`src/verilog/adcs_regs.svh`:
```
// named field positions, widths, reset values, codes and counts of the sequencer
`ifndef ADCS_REGS_SVH
`define ADCS_REGS_SVH

// first control register fields
`define ADCS_F_START 7
`define ADCS_F_PENDING 6
`define ADCS_F_PD 5
`define ADCS_F_CH_MSB 3
// second control register fields
`define ADCS_S_CH_HI 7
`define ADCS_S_DIV_MSB 2
// pin enable high register width
`define ADCS_PEH_W 2
// widths
`define ADCS_CH_W 5
`define ADCS_DIV_W 3
`define ADCS_PIN_W 10
`define ADCS_RES_W 12
`define ADCS_CNT_W 4
`define ADCS_PRE_W 6
`define ADCS_TICKS_W 5
// reset values
`define ADCS_PD_RESET 1'b1
`define ADCS_CH_RESET 5'h00
`define ADCS_DIV_RESET 3'h0
`define ADCS_BYTE_RESET 8'h00
`define ADCS_RES_RESET 12'h000
// codes and counts
`define ADCS_CONV_CLOCKS 16
`define ADCS_DIV_BY8 3'h3
`define ADCS_DIV_UNDEF 3'h7
`define ADCS_FULL_SCALE 12'hfff

`endif

```
`src/verilog/adcs_pkg.sv`:
```
// types, carriers and helper function of the conversion sequencer
`include "adcs_regs.svh"

package adcs_pkg;

  typedef enum logic [1:0] {
    PH_IDLE,
    PH_HOLD,
    PH_CONV
  } adcs_phase_t;

  // software writes: one strobe per register and a shared data byte
  typedef struct packed {
    logic first;
    logic second;
    logic pin_low;
    logic pin_high;
    logic [7:0] data;
  } adcs_wr_t;

  // what software reads back
  typedef struct packed {
    logic [7:0] first;
    logic [7:0] second;
    logic [7:0] pin_low;
    logic [7:0] pin_high;
    logic [7:0] result_low;
    logic [7:0] result_high;
  } adcs_readback_t;

  // control toward the analog converter core and pin muxes
  typedef struct packed {
    logic reset;
    logic power_down;
    logic clk_tick;
    logic [`ADCS_CH_W-1:0] channel;
    logic [`ADCS_PIN_W-1:0] pins;
  } adcs_core_ctl_t;

  typedef struct packed {
    adcs_phase_t phase;
    logic start;
    logic power_down;
    logic [`ADCS_CH_W-1:0] channel;
    logic [`ADCS_DIV_W-1:0] div_sel;
    logic [7:0] pin_low;
    logic [`ADCS_PEH_W-1:0] pin_high;
    logic pending;
    logic flag;
    logic done;
    logic [`ADCS_CNT_W-1:0] cnt;
    logic [`ADCS_RES_W-1:0] result;
  } adcs_state_t;

  typedef struct packed {
    logic [`ADCS_PRE_W-1:0] cnt;
    logic tick;
  } adcs_div_state_t;

  // last prescaler count for a divider code: divide by 2**code, undefined code 7 by 64
  function automatic logic [`ADCS_PRE_W-1:0] adcs_div_last(
    input logic [`ADCS_DIV_W-1:0] sel
  );
    logic [`ADCS_PRE_W:0] one_hot;
    one_hot = '0;
    if (sel == `ADCS_DIV_UNDEF) begin
      // undefined code runs as the slowest defined rate
      one_hot[`ADCS_PRE_W] = 1'b1;
    end else begin
      one_hot[sel] = 1'b1;
    end
    adcs_div_last = one_hot[`ADCS_PRE_W-1:0] - 6'h01;
    if (sel == `ADCS_DIV_UNDEF) begin
      adcs_div_last = '1;
    end
  endfunction

endpackage

```
`src/verilog/adcs_clkdiv.sv`:
```
// converter clock prescaler: one tick per selected converter clock period
`timescale 1ns/1ps
`default_nettype none
`include "adcs_regs.svh"

module adcs_clkdiv
  import adcs_pkg::*;
(
  // clock and reset
  input wire logic clk,
  input wire logic rst,
  // control
  input wire logic clr,
  input wire logic [`ADCS_DIV_W-1:0] sel,
  // tick out
  output logic tick
);

  adcs_div_state_t s;
  adcs_div_state_t next_s;
  logic [`ADCS_PRE_W-1:0] last;

  always_comb begin
    last = adcs_div_last(sel);
    next_s = s;
    next_s.tick = 1'b0;
    if (clr) begin
      next_s.cnt = '0;
    end else if (s.cnt >= last) begin
      next_s.cnt = '0;
      next_s.tick = 1'b1;
    end else begin
      next_s.cnt = s.cnt + 6'h01;
    end
  end

  always_ff @(posedge clk) begin
    if (rst) begin
      s <= '0;
    end else begin
      s <= next_s;
    end
  end

  assign tick = s.tick;
endmodule
`default_nettype wire

```
`src/verilog/adcs_sequencer.sv`:
```
// conversion sequencer: control bits, start handling, timing and result
`timescale 1ns/1ps
`default_nettype none
`include "adcs_regs.svh"

// Operation
// - converter powered and usable only while power-down bit is zero.
// - five-bit channel select split over both control registers.
// - ten pin enable bits in low and high registers pick analog pins.
// - writing 0fh to low pin enables makes inputs zero to three analog.
// - writing 00h to first control powers converter and selects input zero.
// - writing 03h to second control selects system clock over eight.
// - interrupt only when global and converter enables are both high.
// - start bit low, high, low again begins a conversion.
// - pending flag low after finish; result registers then valid.
// - conversion lasts exactly sixteen converter clock periods.
// - result twelve bits, full scale fffh, step is reference over 4096.
// - result split into low byte and high bits registers.
// - code transitions offset half step; last one step and half below.
// - converter draws no power while power-down bit is high.
// - start left high holds converter in reset, pending forced high.
// - end of conversion clears pending and sets interrupt flag.
// - divider codes 000 to 110 give divide by 1 to 64.
module adcs_sequencer
  import adcs_pkg::*;
#(
  parameter int CONV_CLOCKS = `ADCS_CONV_CLOCKS
) (
  // clock and reset
  input wire logic clk,
  input wire logic rst,
  // software register writes
  input wire adcs_wr_t wr,
  // interrupt control bits
  input wire logic global_irq_enable,
  input wire logic conv_irq_enable,
  input wire logic conv_irq_flag_clr,
  // analog core result
  input wire logic [`ADCS_RES_W-1:0] core_result,
  // software read back
  output adcs_readback_t rd,
  output logic conversion_pending,
  output logic conv_irq_flag,
  output logic conv_irq,
  output logic conv_done,
  // analog core and pin control
  output adcs_core_ctl_t core_ctl
);

  if (CONV_CLOCKS < 2 || CONV_CLOCKS > (1 << `ADCS_CNT_W)) begin : g_chk
    $error("CONV_CLOCKS out of range for the conversion counter");
  end

  localparam logic [`ADCS_CNT_W-1:0] CNT_LAST =
    `ADCS_CNT_W'(CONV_CLOCKS - 1);

  adcs_state_t s;
  adcs_state_t next_s;
  logic tick;
  logic div_clr;
  logic start_rise;
  logic start_fall;
  logic wr_start;

  // prescaler restarts with every conversion so the first period is whole
  adcs_clkdiv u_div (
    .clk(clk),
    .rst(rst),
    .clr(div_clr),
    .sel(s.div_sel),
    .tick(tick)
  );

  always_comb begin
    next_s = s;
    next_s.done = 1'b0;
    wr_start = wr.data[`ADCS_F_START];
    start_rise = wr.first && wr_start && !s.start;
    start_fall = wr.first && !wr_start && s.start;
    div_clr = 1'b0;

    // first control register: start, power down, channel low bits
    if (wr.first) begin
      next_s.start = wr_start;
      next_s.power_down = wr.data[`ADCS_F_PD];
      next_s.channel[`ADCS_F_CH_MSB:0] =
        wr.data[`ADCS_F_CH_MSB:0];
    end
    // second control register: channel top bit, clock divider
    if (wr.second) begin
      next_s.channel[`ADCS_CH_W-1] = wr.data[`ADCS_S_CH_HI];
      next_s.div_sel = wr.data[`ADCS_S_DIV_MSB:0];
    end
    if (wr.pin_low) begin
      next_s.pin_low = wr.data;
    end
    if (wr.pin_high) begin
      next_s.pin_high = wr.data[`ADCS_PEH_W-1:0];
    end

    case (s.phase)
      PH_IDLE: begin
        if (start_rise) begin
          next_s.phase = PH_HOLD;
          next_s.pending = 1'b1;
        end
      end
      PH_HOLD: begin
        next_s.pending = 1'b1;
        if (start_fall) begin
          next_s.phase = PH_CONV;
          next_s.cnt = '0;
          div_clr = 1'b1;
        end
      end
      PH_CONV: begin
        if (start_rise) begin
          // restart: back to held reset, count discarded
          next_s.phase = PH_HOLD;
          next_s.cnt = '0;
        end else if (tick && !s.power_down) begin
          if (s.cnt == CNT_LAST) begin
            next_s.phase = PH_IDLE;
            next_s.pending = 1'b0;
            next_s.done = 1'b1;
            // codes taken as the quantiser makes them
            next_s.result = core_result;
          end else begin
            next_s.cnt = s.cnt + 4'h1;
          end
        end
      end
      default: begin
        next_s.phase = PH_IDLE;
      end
    endcase

    // a completion in the same cycle as a clear keeps the flag set
    if (conv_irq_flag_clr) begin
      next_s.flag = 1'b0;
    end
    if (next_s.done) begin
      next_s.flag = 1'b1;
    end
  end

  always_ff @(posedge clk) begin
    if (rst) begin
      s.phase <= PH_IDLE;
      s.start <= 1'b0;
      s.power_down <= `ADCS_PD_RESET;
      s.channel <= `ADCS_CH_RESET;
      s.div_sel <= `ADCS_DIV_RESET;
      s.pin_low <= `ADCS_BYTE_RESET;
      s.pin_high <= '0;
      s.pending <= 1'b0;
      s.flag <= 1'b0;
      s.done <= 1'b0;
      s.cnt <= '0;
      s.result <= `ADCS_RES_RESET;
    end else begin
      s <= next_s;
    end
  end

  // read back
  always_comb begin
    rd = '0;
    rd.first[`ADCS_F_START] = s.start;
    rd.first[`ADCS_F_PENDING] = s.pending;
    rd.first[`ADCS_F_PD] = s.power_down;
    rd.first[`ADCS_F_CH_MSB:0] = s.channel[`ADCS_F_CH_MSB:0];
    rd.second[`ADCS_S_CH_HI] = s.channel[`ADCS_CH_W-1];
    rd.second[`ADCS_S_DIV_MSB:0] = s.div_sel;
    rd.pin_low = s.pin_low;
    rd.pin_high[`ADCS_PEH_W-1:0] = s.pin_high;
    rd.result_low = s.result[7:0];
    rd.result_high[`ADCS_RES_W-9:0] = s.result[`ADCS_RES_W-1:8];
  end

  assign conversion_pending = s.pending;
  assign conv_irq_flag = s.flag;
  assign conv_irq = s.flag && global_irq_enable && conv_irq_enable;
  assign conv_done = s.done;

  // core control
  always_comb begin
    core_ctl.reset = (s.phase != PH_CONV);
    core_ctl.power_down = s.power_down;
    core_ctl.clk_tick = tick && !s.power_down;
    core_ctl.channel = s.channel;
    core_ctl.pins = {s.pin_high, s.pin_low};
  end

  // checking helpers: ticks seen in the running conversion
  logic [`ADCS_TICKS_W-1:0] ticks_seen;
  always_ff @(posedge clk) begin
    if (rst || s.phase != PH_CONV) begin
      ticks_seen <= '0;
    end else if (tick && !s.power_down) begin
      ticks_seen <= ticks_seen + 5'h01;
    end
  end
endmodule
`default_nettype wire

```
`config.mk`:
```
export PLATFORM = sky130hd
export DESIGN_NAME = adcs_sequencer
export DESIGN_NICKNAME = d
export VERILOG_FILES = /design/src/verilog/adcs_pkg.sv /design/src/verilog/adcs_clkdiv.sv /design/src/verilog/adcs_sequencer.sv
export VERILOG_INCLUDE_DIRS = /design/src /design/src/verilog
export SDC_FILE = /design/constraint.sdc
export NUM_CORES = 1
export LEC_CHECK = 0
export BUFFER_PORTS_ARGS = -buffer_cell sky130_fd_sc_hd__buf_4
export CORE_ASPECT_RATIO = 0.8
export CORE_MARGIN = 2
export CORE_UTILIZATION = 40
export DETAILED_ROUTE_END_ITERATION = 12
export GPL_TIMING_DRIVEN = 0
export PLACE_DENSITY = 0.71
export REMOVE_ABC_BUFFERS = 1
export SLEW_MARGIN = 20
export SYNTH_ARGS = -nofsm -noshare
export SYNTH_HDL_FRONTEND = slang
export SYNTH_SLANG_ARGS = --single-unit
```
`constraint.sdc`:
```
create_clock -name clk -period 7.8 [get_ports clk]
set_input_delay 0.78 -clock clk [delete_from_list [all_inputs] [get_ports clk]]
set_output_delay 0.78 -clock clk [all_outputs]
set_load 0.1 [all_outputs]
```
Word level (Yosys, flattened, before mapping):

Cells that the tools add are included.
W data, S select, Z words.

* output and inout bits: 70
* memory bits (read-only): 0
* memories: 0
* latch bits: 0
* flip-flop bits (word level): 48
* RAM bits: 0

* magnitude comparators: 3
* mux-type cells: 29
* bitwise operators: 1
* add/subtract/negate cells: 3
* shift operators: 0
* eq/ne operators: 13
* divide/modulo/power cells: 0
* reductions and logical operators: 21
* multiply operators: 0

Operators with widths (count)
* $mux W17: 1
* $mux W1: 13
* $mux W12: 1
* $mux W4: 3
* $mux W6: 2
* $ne A2 B2 Y1 const B: 6
* $reduce_and A4 Y1: 3
* $mux W2: 5
* $ne A3 B3 Y1 const B: 3
* $logic_and A1 B1 Y1: 8
* $pmux W4 S2: 1
* $add A6 B1 Y6 const B: 1
* $ge A6 B6 Y1: 1
* $pmux W2 S3: 1
* $sub A6 B1 Y6 const B: 1
* $reduce_and A5 Y1: 1
* $add A4 B1 Y4 const B: 1
* $eq A4 B4 Y1 const B: 1
* $lt A3 B4 Y1 const B: 1
* $reduce_bool A2 Y1: 2
* $demux W1 S3: 1
* $eq A3 B3 Y1 const B: 1
* $ge A3 B1 Y1 const B: 1
* $logic_not A1 Y1: 3
* 8 further kinds: 8

Logic depth before layout (Yosys ltp):

* depth after elaboration: 9
* gate-level depth with buffers: 11

Hierarchy:

A second synthesis with hierarchy kept.

* cells, all modules: 280
* area total of the unflattened synthesis: 2651.3 um^2

Modules (own cells, without submodules)
* adcs_sequencer: cells an instance 220, area each 2152.1 um^2, instances 1
* adcs_clkdiv: cells an instance 60, area each 499.2 um^2, instances 1

Least setup slack after synthesis:

OpenSTA, ideal clock, no wires.

* kind: register to output
* start point: reg s, in the netlist conv_irq_flag
* end point: out conv_irq
* path slack: 5.153 ns
* arrival: 1.867 ns
* data required time: 7.020 ns
* stages on the path, launching flop included: 2
* path through: dfxtp_1 > and3_1

* cells in the longest elaborated chain, start to end: 2

Ends and longest elaborated chain
* start, declared: line adcs_sequencer.sv:57 `adcs_state_t s;`
* start signal, assigned: line adcs_sequencer.sv:162 `s <= next_s;`
* $logic_and A1 B1 Y1 (2 in series): line adcs_sequencer.sv:183 `assign conv_irq = s.flag && global_irq_enable && conv_irq_enable;`
* end, declared: line adcs_sequencer.sv:44 `output logic conv_irq,`

Every way passes these cells.

Worst setup path in the final report:

* start point: reg s, in the netlist rd[32]
* end point: reg u_div.s, in the netlist u_div.tick

* cells in the longest elaborated chain, start to end: 9
* elaborated cells between the ends (all ways): 11
* classes of those cells: add/sub (1); order compare (3); eq/ne (1); mux (5); reduce/logical (1)

Ends and longest elaborated chain
* $lt A3 B4 Y1 (not written as such) / $ge A3 B1 Y1 (equally long branches): line adcs_pkg.sv:70 `one_hot[sel] = 1'b1;`
* $logic_and A1 B1 Y1 (not written as such): line adcs_pkg.sv:70
* $mux W1 (not written as such): line adcs_pkg.sv:70
* $demux W1 S3
* $mux W6: line adcs_pkg.sv:66 `` if (sel == `ADCS_DIV_UNDEF) begin ``
* $sub A6 B1 Y6: line adcs_pkg.sv:72 `` adcs_div_last = one_hot[`ADCS_PRE_W-1:0] - 6'h01; ``
* $mux W6 *: line adcs_pkg.sv:73 `` if (sel == `ADCS_DIV_UNDEF) begin ``
* $ge A6 B6 Y1 *: line adcs_clkdiv.sv:29 `end else if (s.cnt >= last) begin`
* $mux W1 *: line adcs_clkdiv.sv:29
* end signal, assigned: line adcs_clkdiv.sv:41 `s <= next_s;`
* end, declared: line adcs_clkdiv.sv:19 `adcs_div_state_t s;`

Mark *: on every way between the ends. The rest lies on a longest branch, timed or not.
A chain may end at the register's enable or synchronous reset.

==> impl_metrics.ini <==
[cts]
cts_buffers = 5
clk_pin_slew_ps = 90
clkLatencyLatePin_ps = 300
postCtsSetupRepairBufs = 0
cts_resized = 0
htreeDepth = 2
root_buffer = clkbuf_8
holdBufCountCts = 0
clockBufferDepth = 2
cts_sinks = 48
cts_tree = built

[cells_and_area]
drive_gt1_frac = 0.322
area_delta_synth_final_pct = 11.9
fin_nets = 348
design_area_um2 = 2970
final_cell_mix = buf_4 (83), dfxtp_1 (48), nor2_1 (37), mux2i_1 (32), conb_1 (15)
mostFrequentLayoutCell = buf_4
n_antenna_cell = 0

[sta]
finalCritPeriodShare = 0.345
fin_worst_skew_ps = 7.61
hold_viol = 0
rsz0062_at_grt = no
setup_tns_ps = 0
slew_violations = 0
period_needed_ps = 2690
fmaxAchievable_mhz = 371
whs_ps = 490
setup_ws_ps = 5110
setup_violations = 0

[floorplanning]
initial_core_util = 0.414
die_w_um = 95
dieArea_um2 = 7300
fp.dieH_um = 76.8
core_area_um2 = 6410
io_pins = 99
row_count = 26

[synth]
syn_area_um2 = 2650
ys_types = 49
synth_edf_count = 0
syn_area_per_cell_um2 = 9.36
async_flop_share = 0
ys_seq_area_frac = 0.363
synth-main-ff-cell = dfxtp_1
ys_ff_latch = 48
yosys_warnings = 0
synth_cells = 283

[place]
io_buffer_count = 83
pre_cts_ws_ps = 5090
gp_congestion = 0.768
hpwlAfterDp_um = 3540
place_area_um2 = 2870

[critical_path]
crit_type = reg -> reg
required_ps = 7980
start_kind = flip-flop
endpoint_kind = flip-flop
crit_path_max_fanout = 7
arrival_ps = 2870

[power_and_ir_drop]
cellPowerDensity_nw_per_um2 = 211
p_leak_uw = 0.00150
peakVddDrop_v = 0.000125

[flow_run]
drv_cap = 0

[drt]
dr_wl_met2_um = 2210
vias_per_cell = 4.58
wire_per_inst_um = 11.7
met3_length_um = 269
highest_layer = met4
drtIter0Drc = 36
routed_wl_um = 4630
num_vias = 1809
final_antenna_net_count = 0
wl_met1_um = 2110
drcViolationCount = 0
drtPass1Iterations = 4

[grt]
grt-ovfl-total = 0
grt_max_degree = 40
grt_use_total = 0.129
antenna_found_initial = 0
grt_pass1_wl_um = 7580
grt_pass1_vias = 1645

[hold_path]
hold_path_class = reg -> reg

[outcome]
status = completed
-- cell families (layout without fill, tap and decap cells) --
group                    Yosys count  in the layout  share of synthesized area
AND/OR/NAND/NOR                   78             78                      0.163
buffers and inverters             84             98                      0.220
multiplexers                      33             33                      0.125
adder cells (fa/ha/maj)            9              9                     0.0425
AO/OA/AOI/OAI                     26             26                     0.0718
other                              1             15                    0.00142
XOR/XNOR                           4              4                     0.0132
flip-flops                        48             48                      0.363
-- cell usage after synthesis, types with 2 or more instances --
master | number | area [um2]
buf_4 | 65 | 488
dfxtp_1 | 48 | 961
nor2_1 | 37 | 139
mux2i_1 | 32 | 320
ha_1 | 9 | 113
a21oi_1 | 7 | 35.0
inv_1 | 7 | 26.3
nor3_1 | 7 | 35.0
clkbuf_1 | 5 | 18.8
nor2b_1 | 5 | 31.3
nand2_1 | 4 | 15.0
or3_1 | 4 | 25.0
and3_1 | 3 | 18.8
buf_1 | 3 | 11.3
buf_6 | 3 | 33.8
nand2b_1 | 3 | 18.8
nand3_1 | 3 | 15.0
a211o_1 | 2 | 17.5
o21a_1 | 2 | 15.0
o21ai_0 | 2 | 10.0
o22ai_1 | 2 | 12.5
xnor2_1 | 2 | 17.5
xor2_1 | 2 | 17.5
-- stage by stage --
stage | instances | total power [uW] | utilization
after floorplan | 220 | 433 | -
after global placement | 387 | 478 | 0.448
after detailed placement | 387 | 481 | 0.448
after global routing | 395 | 654 | 0.463
after CTS | 395 | 634 | 0.463
final | 395 | 625 | 0.463
-- critical path: stages, from the launching register on --
cell	delay, ps
dfxtp_1	420
inv_1	120
or3_1	360
ha_1	260
nor2b_1	160
a21oi_1	150
o221ai_1	150
ha_1	310
o21a_1	170
a21oi_1	120
o21ai_1	180
nor2b_1	180
-- state kept, by name, indices dropped and copies added, names as in the netlist --
signal / cells
u_div.tick: 1
rd: 16
u_div.s: 6
conv_done: 1
conversion_pending: 1
conv_irq_flag: 1
core_ctl: 16
s: 6
-- area by class of cell --
type	instances	area, um2
Sequential cell	48	961
Tap cell	84	105
Multi-Input combinational cell	165	1160
Clock inverter	2	10.0
Clock buffer	6	82.6
Inverter	7	26.3
Timing Repair Buffer	83	623
Fill cell	614	3440
-- report_power, final --
part / internal (uW) / switching, uW / leakage (uW) / total [uW]
sequential: 257 / 12.0 / 0.000392 / 269
clock: 70.8 / 79.9 / 0.0000510 / 151
combinational: 48.2 / 157 / 0.00106 / 205
total: 376 / 249 / 0.00150 / 625
-- layer usage --
metal,vias up,GRT usage
met5,-,0
met4,0,0.0348
met3,7,0.0363
met2,56,0.212
met1,822,0.165
li1,924,-
-- worst paths after layout --
kind	start	endpoint	slack, ps	cells past startpoint
max reg2reg	rd[32]$_SDFFE_PP0P_	u_div.tick$_SDFF_PP0_	5110	11
min reg2reg	conv_irq_flag$_SDFFE_PP0P_	conv_irq_flag$_SDFFE_PP0P_	490	2
min	conv_irq_flag$_SDFFE_PP0P_	conv_irq_flag$_SDFFE_PP0P_	490	2
max	rd[32]$_SDFFE_PP0P_	u_div.tick$_SDFF_PP0_	5110	11
(Power assumes the default switching activity.)
